File: src/logic/odc_pkg.sv
// package for the octal dac serial command decoder
// assumes one system clock; serial pins sampled synchronously to it
package odc_pkg;

  // ---------------------------------------------------------------
  // frame layout
  // ---------------------------------------------------------------
  localparam int ODC_FRAME_BITS = 24;
  localparam int ODC_CMD_MSB = 23;
  localparam int ODC_CMD_LSB = 20;
  localparam int ODC_SEL_MSB = 19;
  localparam int ODC_SEL_LSB = 16;
  localparam int ODC_NUM_CH = 8;

  // ---------------------------------------------------------------
  // command codes
  // ---------------------------------------------------------------
  localparam logic [3:0] ODC_CMD_NOP = 4'h0;
  localparam logic [3:0] ODC_CMD_WR_IN = 4'h1;
  localparam logic [3:0] ODC_CMD_UPD = 4'h2;
  localparam logic [3:0] ODC_CMD_WR_UPD = 4'h3;
  localparam logic [3:0] ODC_CMD_PWR = 4'h4;
  localparam logic [3:0] ODC_CMD_MASK = 4'h5;
  localparam logic [3:0] ODC_CMD_SWRST = 4'h6;
  localparam logic [3:0] ODC_CMD_REFGAIN = 4'h7;
  localparam logic [3:0] ODC_CMD_CHAIN = 4'h8;
  localparam logic [3:0] ODC_CMD_RDBK = 4'h9;
  localparam logic [3:0] ODC_CMD_ALL_IN = 4'hA;
  localparam logic [3:0] ODC_CMD_ALL_UPD = 4'hB;

  // ---------------------------------------------------------------
  // reset values and setup-register field positions
  // ---------------------------------------------------------------
  localparam logic [15:0] ODC_CODE_RST = 16'h0000;
  localparam logic [15:0] ODC_PWR_RST = 16'h0000;
  localparam logic [7:0] ODC_MASK_RST = 8'h00;
  localparam logic ODC_REF_OFF_RST = 1'b0;
  localparam logic ODC_GAIN_RST = 1'b0;
  localparam logic ODC_CHAIN_RST = 1'b0;
  localparam int ODC_REF_OFF_BIT = 0;
  localparam int ODC_GAIN_BIT = 2;
  localparam int ODC_CHAIN_BIT = 0;

  // serial pins as one bundle
  typedef struct packed {
    logic frame_n;
    logic sclk;
    logic sdi;
  } odc_serial_t;

  typedef enum logic [1:0] {ODC_IDLE, ODC_SHIFT} odc_state_t;

endpackage : odc_pkg

File: src/logic/odc_decoder.sv
// serial front end and command decoder of an octal voltage dac
// assumes serial pins are synchronous to sys_clk and much slower than it
//
// Contract
// RULE1 - each write is one 24-bit word over frame sync, clock, data
// RULE2 - word shifted most significant bit first, bit 23 first
// RULE3 - top four bits are command, next four channel selection
// RULE4 - data is 16 bits, or 12 bits plus four ignored bits
// RULE5 - sample data on falling clock edges, act at frame sync rise
// RULE6 - command 0000 changes nothing
// RULE7 - command 0001 writes input registers of selected channels
// RULE8 - command 0010 copies input to dac register for selected channels
// RULE9 - command 0011 writes input and dac register of selected channels
// RULE10 - command 0100 sets power-down state from data word
// RULE11 - command 0101 loads the load-pin mask register
// RULE12 - command 0110 is a software reset equal to power-on reset; code leaves frame state and sdo as they are and pulses frame_done
// RULE13 - command 0111 writes reference and gain setup
// RULE14 - 1000 writes chain enable; 1001 sets up readback
// RULE15 - command 1010 loads all input registers
// RULE16 - command 1011 loads all input and dac registers
// RULE17 - selection codes 0 to 7 address channels 0 to 7
// RULE18 - a command may apply to one, several or all channels; code selects one channel, or all via 1010/1011, never several
// RULE19 - software gain resets to 0; 1 doubles span
// RULE20 - with the gain pin variant the gain bit is ignored
// RULE21 - reference enabled after power-up, a write may disable it
// RULE22 - power-on reset sets outputs to a defined state
// RULE23 - a short frame is still acted on with partial data
// RULE24 - host keeps frame sync high at least 20 ns between frames
// RULE25 - load pin low while sync high updates dac registers
// RULE26 - after readback request the register shifts out next frame
// RULE27 - reserved commands 1100 to 1111 change nothing
`timescale 1ns/1ps

module odc_decoder
  import odc_pkg::*;
#(
  parameter int DATA_BITS = 16,
  parameter bit HW_GAIN_VARIANT = 1'b0
) (
  input wire logic sys_clk,
  input wire logic reset,
  input wire odc_serial_t serial_in,
  input wire logic load_outputs_n,
  input wire logic gain_pin,
  output logic serial_out,
  output logic [ODC_NUM_CH*16-1:0] dac_codes,
  output logic [15:0] power_modes,
  output logic reference_enable,
  output logic gain_double,
  output logic chain_enable,
  output logic frame_done
);

  // ---------------------------------------------------------------
  // pin edge detection
  // ---------------------------------------------------------------
  logic sclk_reg, sclk_next;
  logic sync_reg, sync_next;
  logic sclk_fall, sclk_rise, sync_fall, sync_rise;

  always_comb begin
    sclk_next = serial_in.sclk;
    sync_next = serial_in.frame_n;
  end

  always_ff @(posedge sys_clk or posedge reset) begin
    if (reset) begin
      sclk_reg <= 1'b0;
      sync_reg <= 1'b1;
    end else begin
      sclk_reg <= sclk_next;
      sync_reg <= sync_next;
    end
  end

  assign sclk_fall = sclk_reg & ~serial_in.sclk;
  assign sclk_rise = ~sclk_reg & serial_in.sclk;
  assign sync_fall = sync_reg & ~serial_in.frame_n;
  assign sync_rise = ~sync_reg & serial_in.frame_n;

  // ---------------------------------------------------------------
  // shift register
  // ---------------------------------------------------------------
  odc_state_t state_reg, state_next;
  logic [ODC_FRAME_BITS-1:0] shift_reg, shift_next;
  logic [ODC_FRAME_BITS-1:0] out_reg, out_next;
  logic sdo_reg, sdo_next;

  always_comb begin
    state_next = state_reg;
    shift_next = shift_reg;
    sdo_next = sdo_reg;
    case (state_reg)
      ODC_IDLE: begin
        if (sync_fall) begin
          state_next = ODC_SHIFT;
          shift_next = '0;
        end
      end
      ODC_SHIFT: begin
        // RULE5 RULE2 msb-first falling-edge sampling
        if (sclk_fall && !serial_in.frame_n) begin
          shift_next = {shift_reg[ODC_FRAME_BITS-2:0], serial_in.sdi};
        end
        // RULE26 readback / chain data launched on rising edge
        if (sclk_rise && !serial_in.frame_n) begin
          sdo_next = out_reg[ODC_FRAME_BITS-1];
        end
        // RULE23 frame ends at sync rise whatever the count
        if (sync_rise) begin
          state_next = ODC_IDLE;
        end
      end
      default: state_next = ODC_IDLE;
    endcase
    // sdo holds last bit while sync is high, like a weak latch
    if (chain_enable && sclk_rise && !serial_in.frame_n && state_reg == ODC_SHIFT) begin
      sdo_next = shift_reg[ODC_FRAME_BITS-1];
    end
  end

  // ---------------------------------------------------------------
  // command registers
  // ---------------------------------------------------------------
  logic [15:0] in_reg [ODC_NUM_CH];
  logic [15:0] in_next [ODC_NUM_CH];
  logic [15:0] dac_reg [ODC_NUM_CH];
  logic [15:0] dac_next [ODC_NUM_CH];
  logic [15:0] pwr_reg, pwr_next;
  logic [7:0] mask_reg, mask_next;
  logic ref_off_reg, ref_off_next;
  logic gain_reg, gain_next;
  logic chain_reg, chain_next;
  logic rd_pend_reg, rd_pend_next;
  logic [2:0] rd_ch_reg, rd_ch_next;
  logic done_reg, done_next;
  logic soft_rst;
  logic [3:0] cmd;
  logic [7:0] sel;
  logic [15:0] word;

  // RULE17 RULE18 one-hot decode of the selection field
  function automatic logic [7:0] odc_select(input logic [3:0] code);
    odc_select = 8'h00;
    if (code[3] == 1'b0) begin
      odc_select[code[2:0]] = 1'b1;
    end
  endfunction : odc_select

  // RULE4 narrow variant drops four trailing bits
  function automatic logic [15:0] odc_code(input logic [15:0] raw);
    odc_code = raw;
    if (DATA_BITS == 12) begin
      odc_code = {4'h0, raw[15:4]};
    end
  endfunction : odc_code

  // RULE1 RULE3 field split of the 24-bit word
  assign cmd = shift_reg[ODC_CMD_MSB:ODC_CMD_LSB];
  assign sel = odc_select(shift_reg[ODC_SEL_MSB:ODC_SEL_LSB]);
  assign word = odc_code(shift_reg[15:0]);

  always_comb begin
    pwr_next = pwr_reg;
    mask_next = mask_reg;
    ref_off_next = ref_off_reg;
    gain_next = gain_reg;
    chain_next = chain_reg;
    rd_pend_next = rd_pend_reg;
    rd_ch_next = rd_ch_reg;
    done_next = 1'b0;
    soft_rst = 1'b0;
    out_next = out_reg;
    for (int i = 0; i < ODC_NUM_CH; i++) begin
      in_next[i] = in_reg[i];
      dac_next[i] = dac_reg[i];
    end
    // RULE25 load pin updates from input registers outside a frame
    if (!load_outputs_n && serial_in.frame_n) begin
      for (int i = 0; i < ODC_NUM_CH; i++) begin
        if (!mask_reg[i]) begin
          dac_next[i] = in_reg[i];
        end
      end
    end
    if (state_reg == ODC_SHIFT && sync_rise) begin
      done_next = 1'b1;
      // each readback applies to exactly one following frame
      rd_pend_next = 1'b0;
      case (cmd)
        // RULE7 input write, transparent if load pin low and channel unmasked
        ODC_CMD_WR_IN: begin
          for (int i = 0; i < ODC_NUM_CH; i++) begin
            if (sel[i]) begin
              in_next[i] = word;
              if (!load_outputs_n && !mask_reg[i]) dac_next[i] = word;
            end
          end
        end
        // RULE8 update from input registers
        ODC_CMD_UPD: begin
          for (int i = 0; i < ODC_NUM_CH; i++) begin
            if (sel[i]) dac_next[i] = in_reg[i];
          end
        end
        // RULE9 write and update
        ODC_CMD_WR_UPD: begin
          for (int i = 0; i < ODC_NUM_CH; i++) begin
            if (sel[i]) begin
              in_next[i] = word;
              dac_next[i] = word;
            end
          end
        end
        // RULE10 power modes, two bits a channel
        ODC_CMD_PWR: pwr_next = shift_reg[15:0];
        // RULE11 load-pin mask
        ODC_CMD_MASK: mask_next = shift_reg[7:0];
        // RULE12 software reset
        ODC_CMD_SWRST: soft_rst = 1'b1;
        // RULE13 RULE21 RULE19 reference and gain setup
        ODC_CMD_REFGAIN: begin
          ref_off_next = shift_reg[ODC_REF_OFF_BIT];
          gain_next = shift_reg[ODC_GAIN_BIT];
        end
        // RULE14 chain enable
        ODC_CMD_CHAIN: chain_next = shift_reg[ODC_CHAIN_BIT];
        // RULE14 readback setup
        ODC_CMD_RDBK: begin
          rd_pend_next = 1'b1;
          rd_ch_next = shift_reg[ODC_SEL_LSB+2:ODC_SEL_LSB];
        end
        // RULE15 all input registers
        ODC_CMD_ALL_IN: begin
          for (int i = 0; i < ODC_NUM_CH; i++) in_next[i] = word;
        end
        // RULE16 all input and dac registers
        ODC_CMD_ALL_UPD: begin
          for (int i = 0; i < ODC_NUM_CH; i++) begin
            in_next[i] = word;
            dac_next[i] = word;
          end
        end
        // RULE6 RULE27 no-op and reserved codes
        default: ;
      endcase
    end
    // RULE26 out shifter moves on each serial clock fall
    if (state_reg == ODC_SHIFT && sclk_fall && !serial_in.frame_n) begin
      out_next = {out_reg[ODC_FRAME_BITS-2:0], 1'b0};
    end
    // RULE26 readback loads the out shifter at the next frame start
    if (state_reg == ODC_IDLE && sync_fall && rd_pend_reg) begin
      out_next = {4'h0, in_reg[rd_ch_reg], 4'h0};
    end
  end

  // ---------------------------------------------------------------
  // registers, power-on and soft reset
  // ---------------------------------------------------------------
  always_ff @(posedge sys_clk or posedge reset) begin
    if (reset) begin
      state_reg <= ODC_IDLE;
      shift_reg <= '0;
      sdo_reg <= 1'b0;
    end else begin
      state_reg <= state_next;
      shift_reg <= shift_next;
      sdo_reg <= sdo_next;
    end
  end

  // RULE22 RULE12 defined state at power-on and soft reset
  always_ff @(posedge sys_clk or posedge reset) begin
    if (reset) begin
      for (int i = 0; i < ODC_NUM_CH; i++) begin
        in_reg[i] <= ODC_CODE_RST;
        dac_reg[i] <= ODC_CODE_RST;
      end
      pwr_reg <= ODC_PWR_RST;
      mask_reg <= ODC_MASK_RST;
      ref_off_reg <= ODC_REF_OFF_RST;
      gain_reg <= ODC_GAIN_RST;
      chain_reg <= ODC_CHAIN_RST;
      rd_pend_reg <= 1'b0;
      rd_ch_reg <= 3'h0;
      out_reg <= '0;
      done_reg <= 1'b0;
    end else if (soft_rst) begin
      for (int i = 0; i < ODC_NUM_CH; i++) begin
        in_reg[i] <= ODC_CODE_RST;
        dac_reg[i] <= ODC_CODE_RST;
      end
      pwr_reg <= ODC_PWR_RST;
      mask_reg <= ODC_MASK_RST;
      ref_off_reg <= ODC_REF_OFF_RST;
      gain_reg <= ODC_GAIN_RST;
      chain_reg <= ODC_CHAIN_RST;
      rd_pend_reg <= 1'b0;
      rd_ch_reg <= 3'h0;
      out_reg <= '0;
      done_reg <= 1'b1;
    end else begin
      for (int i = 0; i < ODC_NUM_CH; i++) begin
        in_reg[i] <= in_next[i];
        dac_reg[i] <= dac_next[i];
      end
      pwr_reg <= pwr_next;
      mask_reg <= mask_next;
      ref_off_reg <= ref_off_next;
      gain_reg <= gain_next;
      chain_reg <= chain_next;
      rd_pend_reg <= rd_pend_next;
      rd_ch_reg <= rd_ch_next;
      out_reg <= out_next;
      done_reg <= done_next;
    end
  end

  // ---------------------------------------------------------------
  // outputs
  // ---------------------------------------------------------------
  always_comb begin
    for (int i = 0; i < ODC_NUM_CH; i++) begin
      dac_codes[i*16 +: 16] = dac_reg[i];
    end
  end

  assign serial_out = sdo_reg;
  assign power_modes = pwr_reg;
  assign reference_enable = ~ref_off_reg;
  // RULE20 hardware gain pin overrides the bit
  assign gain_double = HW_GAIN_VARIANT ? gain_pin : gain_reg;
  assign chain_enable = chain_reg;
  assign frame_done = done_reg;

endmodule : odc_decoder

File: config.mk
export PLATFORM = sky130hd
export DESIGN_NAME = odc_decoder
export DESIGN_NICKNAME = d
export VERILOG_FILES = /design/src/logic/odc_pkg.sv /design/src/logic/odc_decoder.sv
export SDC_FILE = /design/constraint.sdc
export NUM_CORES = 1
export LEC_CHECK = 0
export BUFFER_PORTS_ARGS = -buffer_cell sky130_fd_sc_hd__buf_4
export CORE_MARGIN = 10
export CORE_UTILIZATION = 61
export CTS_CLUSTER_DIAMETER = 50
export DETAILED_ROUTE_END_ITERATION = 8
export PLACE_DENSITY = 0.81
export SYNTH_ARGS = -nofsm -noshare
export SYNTH_HDL_FRONTEND = slang
export SYNTH_SLANG_ARGS = --single-unit
export TNS_END_PERCENT = 30
File: constraint.sdc
create_clock -name sys_clk -period 11.9 [get_ports sys_clk]
set_input_delay 0.595 -clock sys_clk [delete_from_list [all_inputs] [get_ports sys_clk]]
set_output_delay 0.595 -clock sys_clk [all_outputs]
set_load 0.03 [all_outputs]
==> out/qor.csv <==
stage,metric,value,unit
timing,unrepaired setup endpoints after global routing,no,
worst_setup_path,CP endpoint kind,register,
global_route,initial antenna violation count,1,
timing,Fmax,0.247,GHz
clocking,Clock transition at path regs,0.06,ns
place,Placer Congestion,0.953,
place,Cells after DPL,2475,
finish,layout overhead on the synthesized area,12.9,%
synth,Avg Inst Size Synth,10.0,µm²
routing,Post-Route WL,73900,µm
synth,"top cells by area, synth","dfrtp_1 (41%), mux2_2 (13%), a31oi_1 (7.9%)",
routing,DR iter-0 viols,3212,
finish,"commonest non-fill, non-tap cell in the layout",dfrtp_1,
finish,register area,0.00841,mm²
floorplanning,cell row count,67,
timing,Setup TNS,0,ns
synth,"Seq/Total Area, Yosys",40.9,%
timing,Final setup viols,0,
synth,asr flop ratio synth,100,%
status,outcome,completed,
worst_setup_path,CP Class,register to register,
finish,Nets,2079,
routing,routed len/inst,29.0,µm
global_route,largest net degree at the start of global routing,119,
worst_setup_path,Critical Path AT,4.46,ns
synth,mapped cell area,0.0206,mm²
clocking,Skew-Pair Late Insertion Delay,0.56,ns
clocking,Max Root-Sink Buffers,3,
worst_setup_path,Worst Path Required,12.32,ns
synth,Netlist cell types,65,
pwr,P per Cell Area,139,mW/mm²
global_route,number of global-route vias before repair,19200,
clocking,hold buffer count at CTS,0,
synth,Synth Warn #,0,
synth,leading area contributor after synthesis,dfrtp_1,
floorplanning,Die W,204,µm
finish,share of cells above drive strength 1,27.3,%
global_route,gr usage total,34.6,%
pwr,Leak Pwr,9.28,nW
finish,area used by multi-input combinational logic,0.0113,mm²
clocking,Post-CTS Setup Bufs,0,
floorplanning,Die Span Y,204,µm
timing,minimum clock period,4.04,ns
worst_setup_path,startpoint types,register,
finish,FILL cells,2481,
timing,Final Hold Viols,0,
global_route,first-pass GRT wire length,113000,µm
synth,Syn Nets,2061,
routing,drt drc,0,
floorplanning,die area,0.0414,mm²
timing,Final period util,34.0,%
pwr,VDD IR max,0.120,mV
synth,post-synthesis cell count,2054,
timing,final max-slew violation count,0,
routing,ANT nets after route,0,
timing,worst slew pin tran,1.42,ns
floorplanning,Initial Util,61.6,%
finish,most frequent cells in the layout,"dfrtp_1 (333), o21ai_0 (276), a31oi_1 (260), mux2_2 (238), buf_4 (185)",
finish,# diodes,0,
synth,area share of the largest cell type after synthesis,40.8,%
floorplanning,core area,0.0334,mm²
place,number of port buffers,154,
timing,worst clock skew,0.0245,ns
synth,#FFs+latches synth,336,
finish,final cell utilization of the core,69.5,%
place,Post-DP HPWL,46700,µm
finish,Post-Layout Cell Count,2550,
clocking,CTS Buf Count,43,
synth,count of flip-flops with a built-in enable after synthesis,0,
clocking,Root Buffer,clkbuf_16,
clocking,CTS Sinks,336,
routing,vias per cell,7.63,
clocking,CTS tree,yes,
worst_hold_path,worst hold path class,primary input to register,
timing,Worst slew margin,5.38,%
synth,ys flop type,dfrtp_1,
clocking,Max H-tree Level,2,
global_route,total grt overflow,0,
worst_setup_path,maximum fanout along the worst path,98,
routing,vias,19500,
floorplanning,io pins,156,
run,Max-cap violations,0,
clocking,CTS resizes,0,
routing,DR pass1 iterations,8,
[routing by layer]
metal	global-route usage (%)	part of all wire (%)	vias up	wire length (µm)
met5	0	0.0095	-	7
met4	16.7	5.3	2	3890
met3	9.30	14	370	10200
met2	52.5	44	1791	32900
met1	45.2	36	9424	26900
li1	-	-	7871	-
[worst paths after layout]
path / slack (ns) / depth (start not counted) / from / end
hold reg to reg: 0.51 / 1 / out_reg[10] / out_reg[10]
hold / removal: 0.18 / 1 / serial_in[1] / sclk_reg
setup / recovery: 7.86 / 6 / shift_reg[20] / dac_codes[26]
setup reg to reg: 7.86 / 6 / shift_reg[20] / dac_codes[26]
max in group asynchronous: 9.25 / 4 / reset / in_reg[88]
min in group asynchronous: 0.19 / 2 / reset / dac_codes[12]
[stage by stage]
| step | hold slack (ns) | setup slack (ns) | cell area (µm²) | power (W) |
|---|---|---|---|---|
| detailed placement | 0.493 | 8.08 | 21700 | 0.00187 |
| CTS | 0.176 | 8.08 | 23200 | 0.00322 |
| floorplan | 0.465 | 2.00 | 20600 | 0.00166 |
| global placement | 0.486 | 8.12 | 21700 | 0.00185 |
| global route | 0.182 | 7.76 | 23200 | 0.00332 |
| finish | 0.185 | 7.86 | 23200 | 0.00322 |
[kinds of logic after synthesis]
logic type                 share of synthesized area (%)
AOI/OAI and AO/OA                                   23.4
xor gates and xnor gates                          0.0426
adders and majority gates                         0.0487
buffers and inverters                               4.64
DFF                                                 40.9
muxes                                               19.6
and+or+nand+nor                                     11.4
[final cells by class]
| class | count | area share [%] |
|---|---|---|
| clock buffer | 52 | 5.14 |
| clock inverter | 23 | 1.21 |
| inverter | 22 | 0.388 |
| multi-input combinational | 1484 | 48.6 |
| sequential | 336 | 36.3 |
| tap | 448 | 2.42 |
| timing repair buffer | 185 | 5.99 |
[power by group]
group	internal, W	switching (W)
Combinational	0.000209	0.000326
Sequential	0.00123	0.0000938
Clock	0.000826	0.000537
Total	0.00227	0.000957
[critical path, cell delays in order, from the launching register on]
cell,delay [ns]
dfrtp_4,0.53
buf_4,0.79
buf_4,0.66
o21bai_1,0.34
a21oi_1,1.02
o21ai_0,0.22
o31a_1,0.34
[synth_stat cells, drive strengths merged, types with 6 or more instances]
cell type,n
or3b,12
nand3,13
a22o,47
and2,45
nor2b,42
a211o,64
a31oi,261
nor3b,15
nand3b,6
nor2,41
mux2,247
buf,49
a311oi,32
mux4,32
nand2,26
o21ai,279
o211ai,9
nand2b,90
or3,10
mux2i,53
clkbuf,163
dfrtp,335
inv,22
a21oi,50
nor3,59
Note: power is estimated with default switching activity, not from simulation.
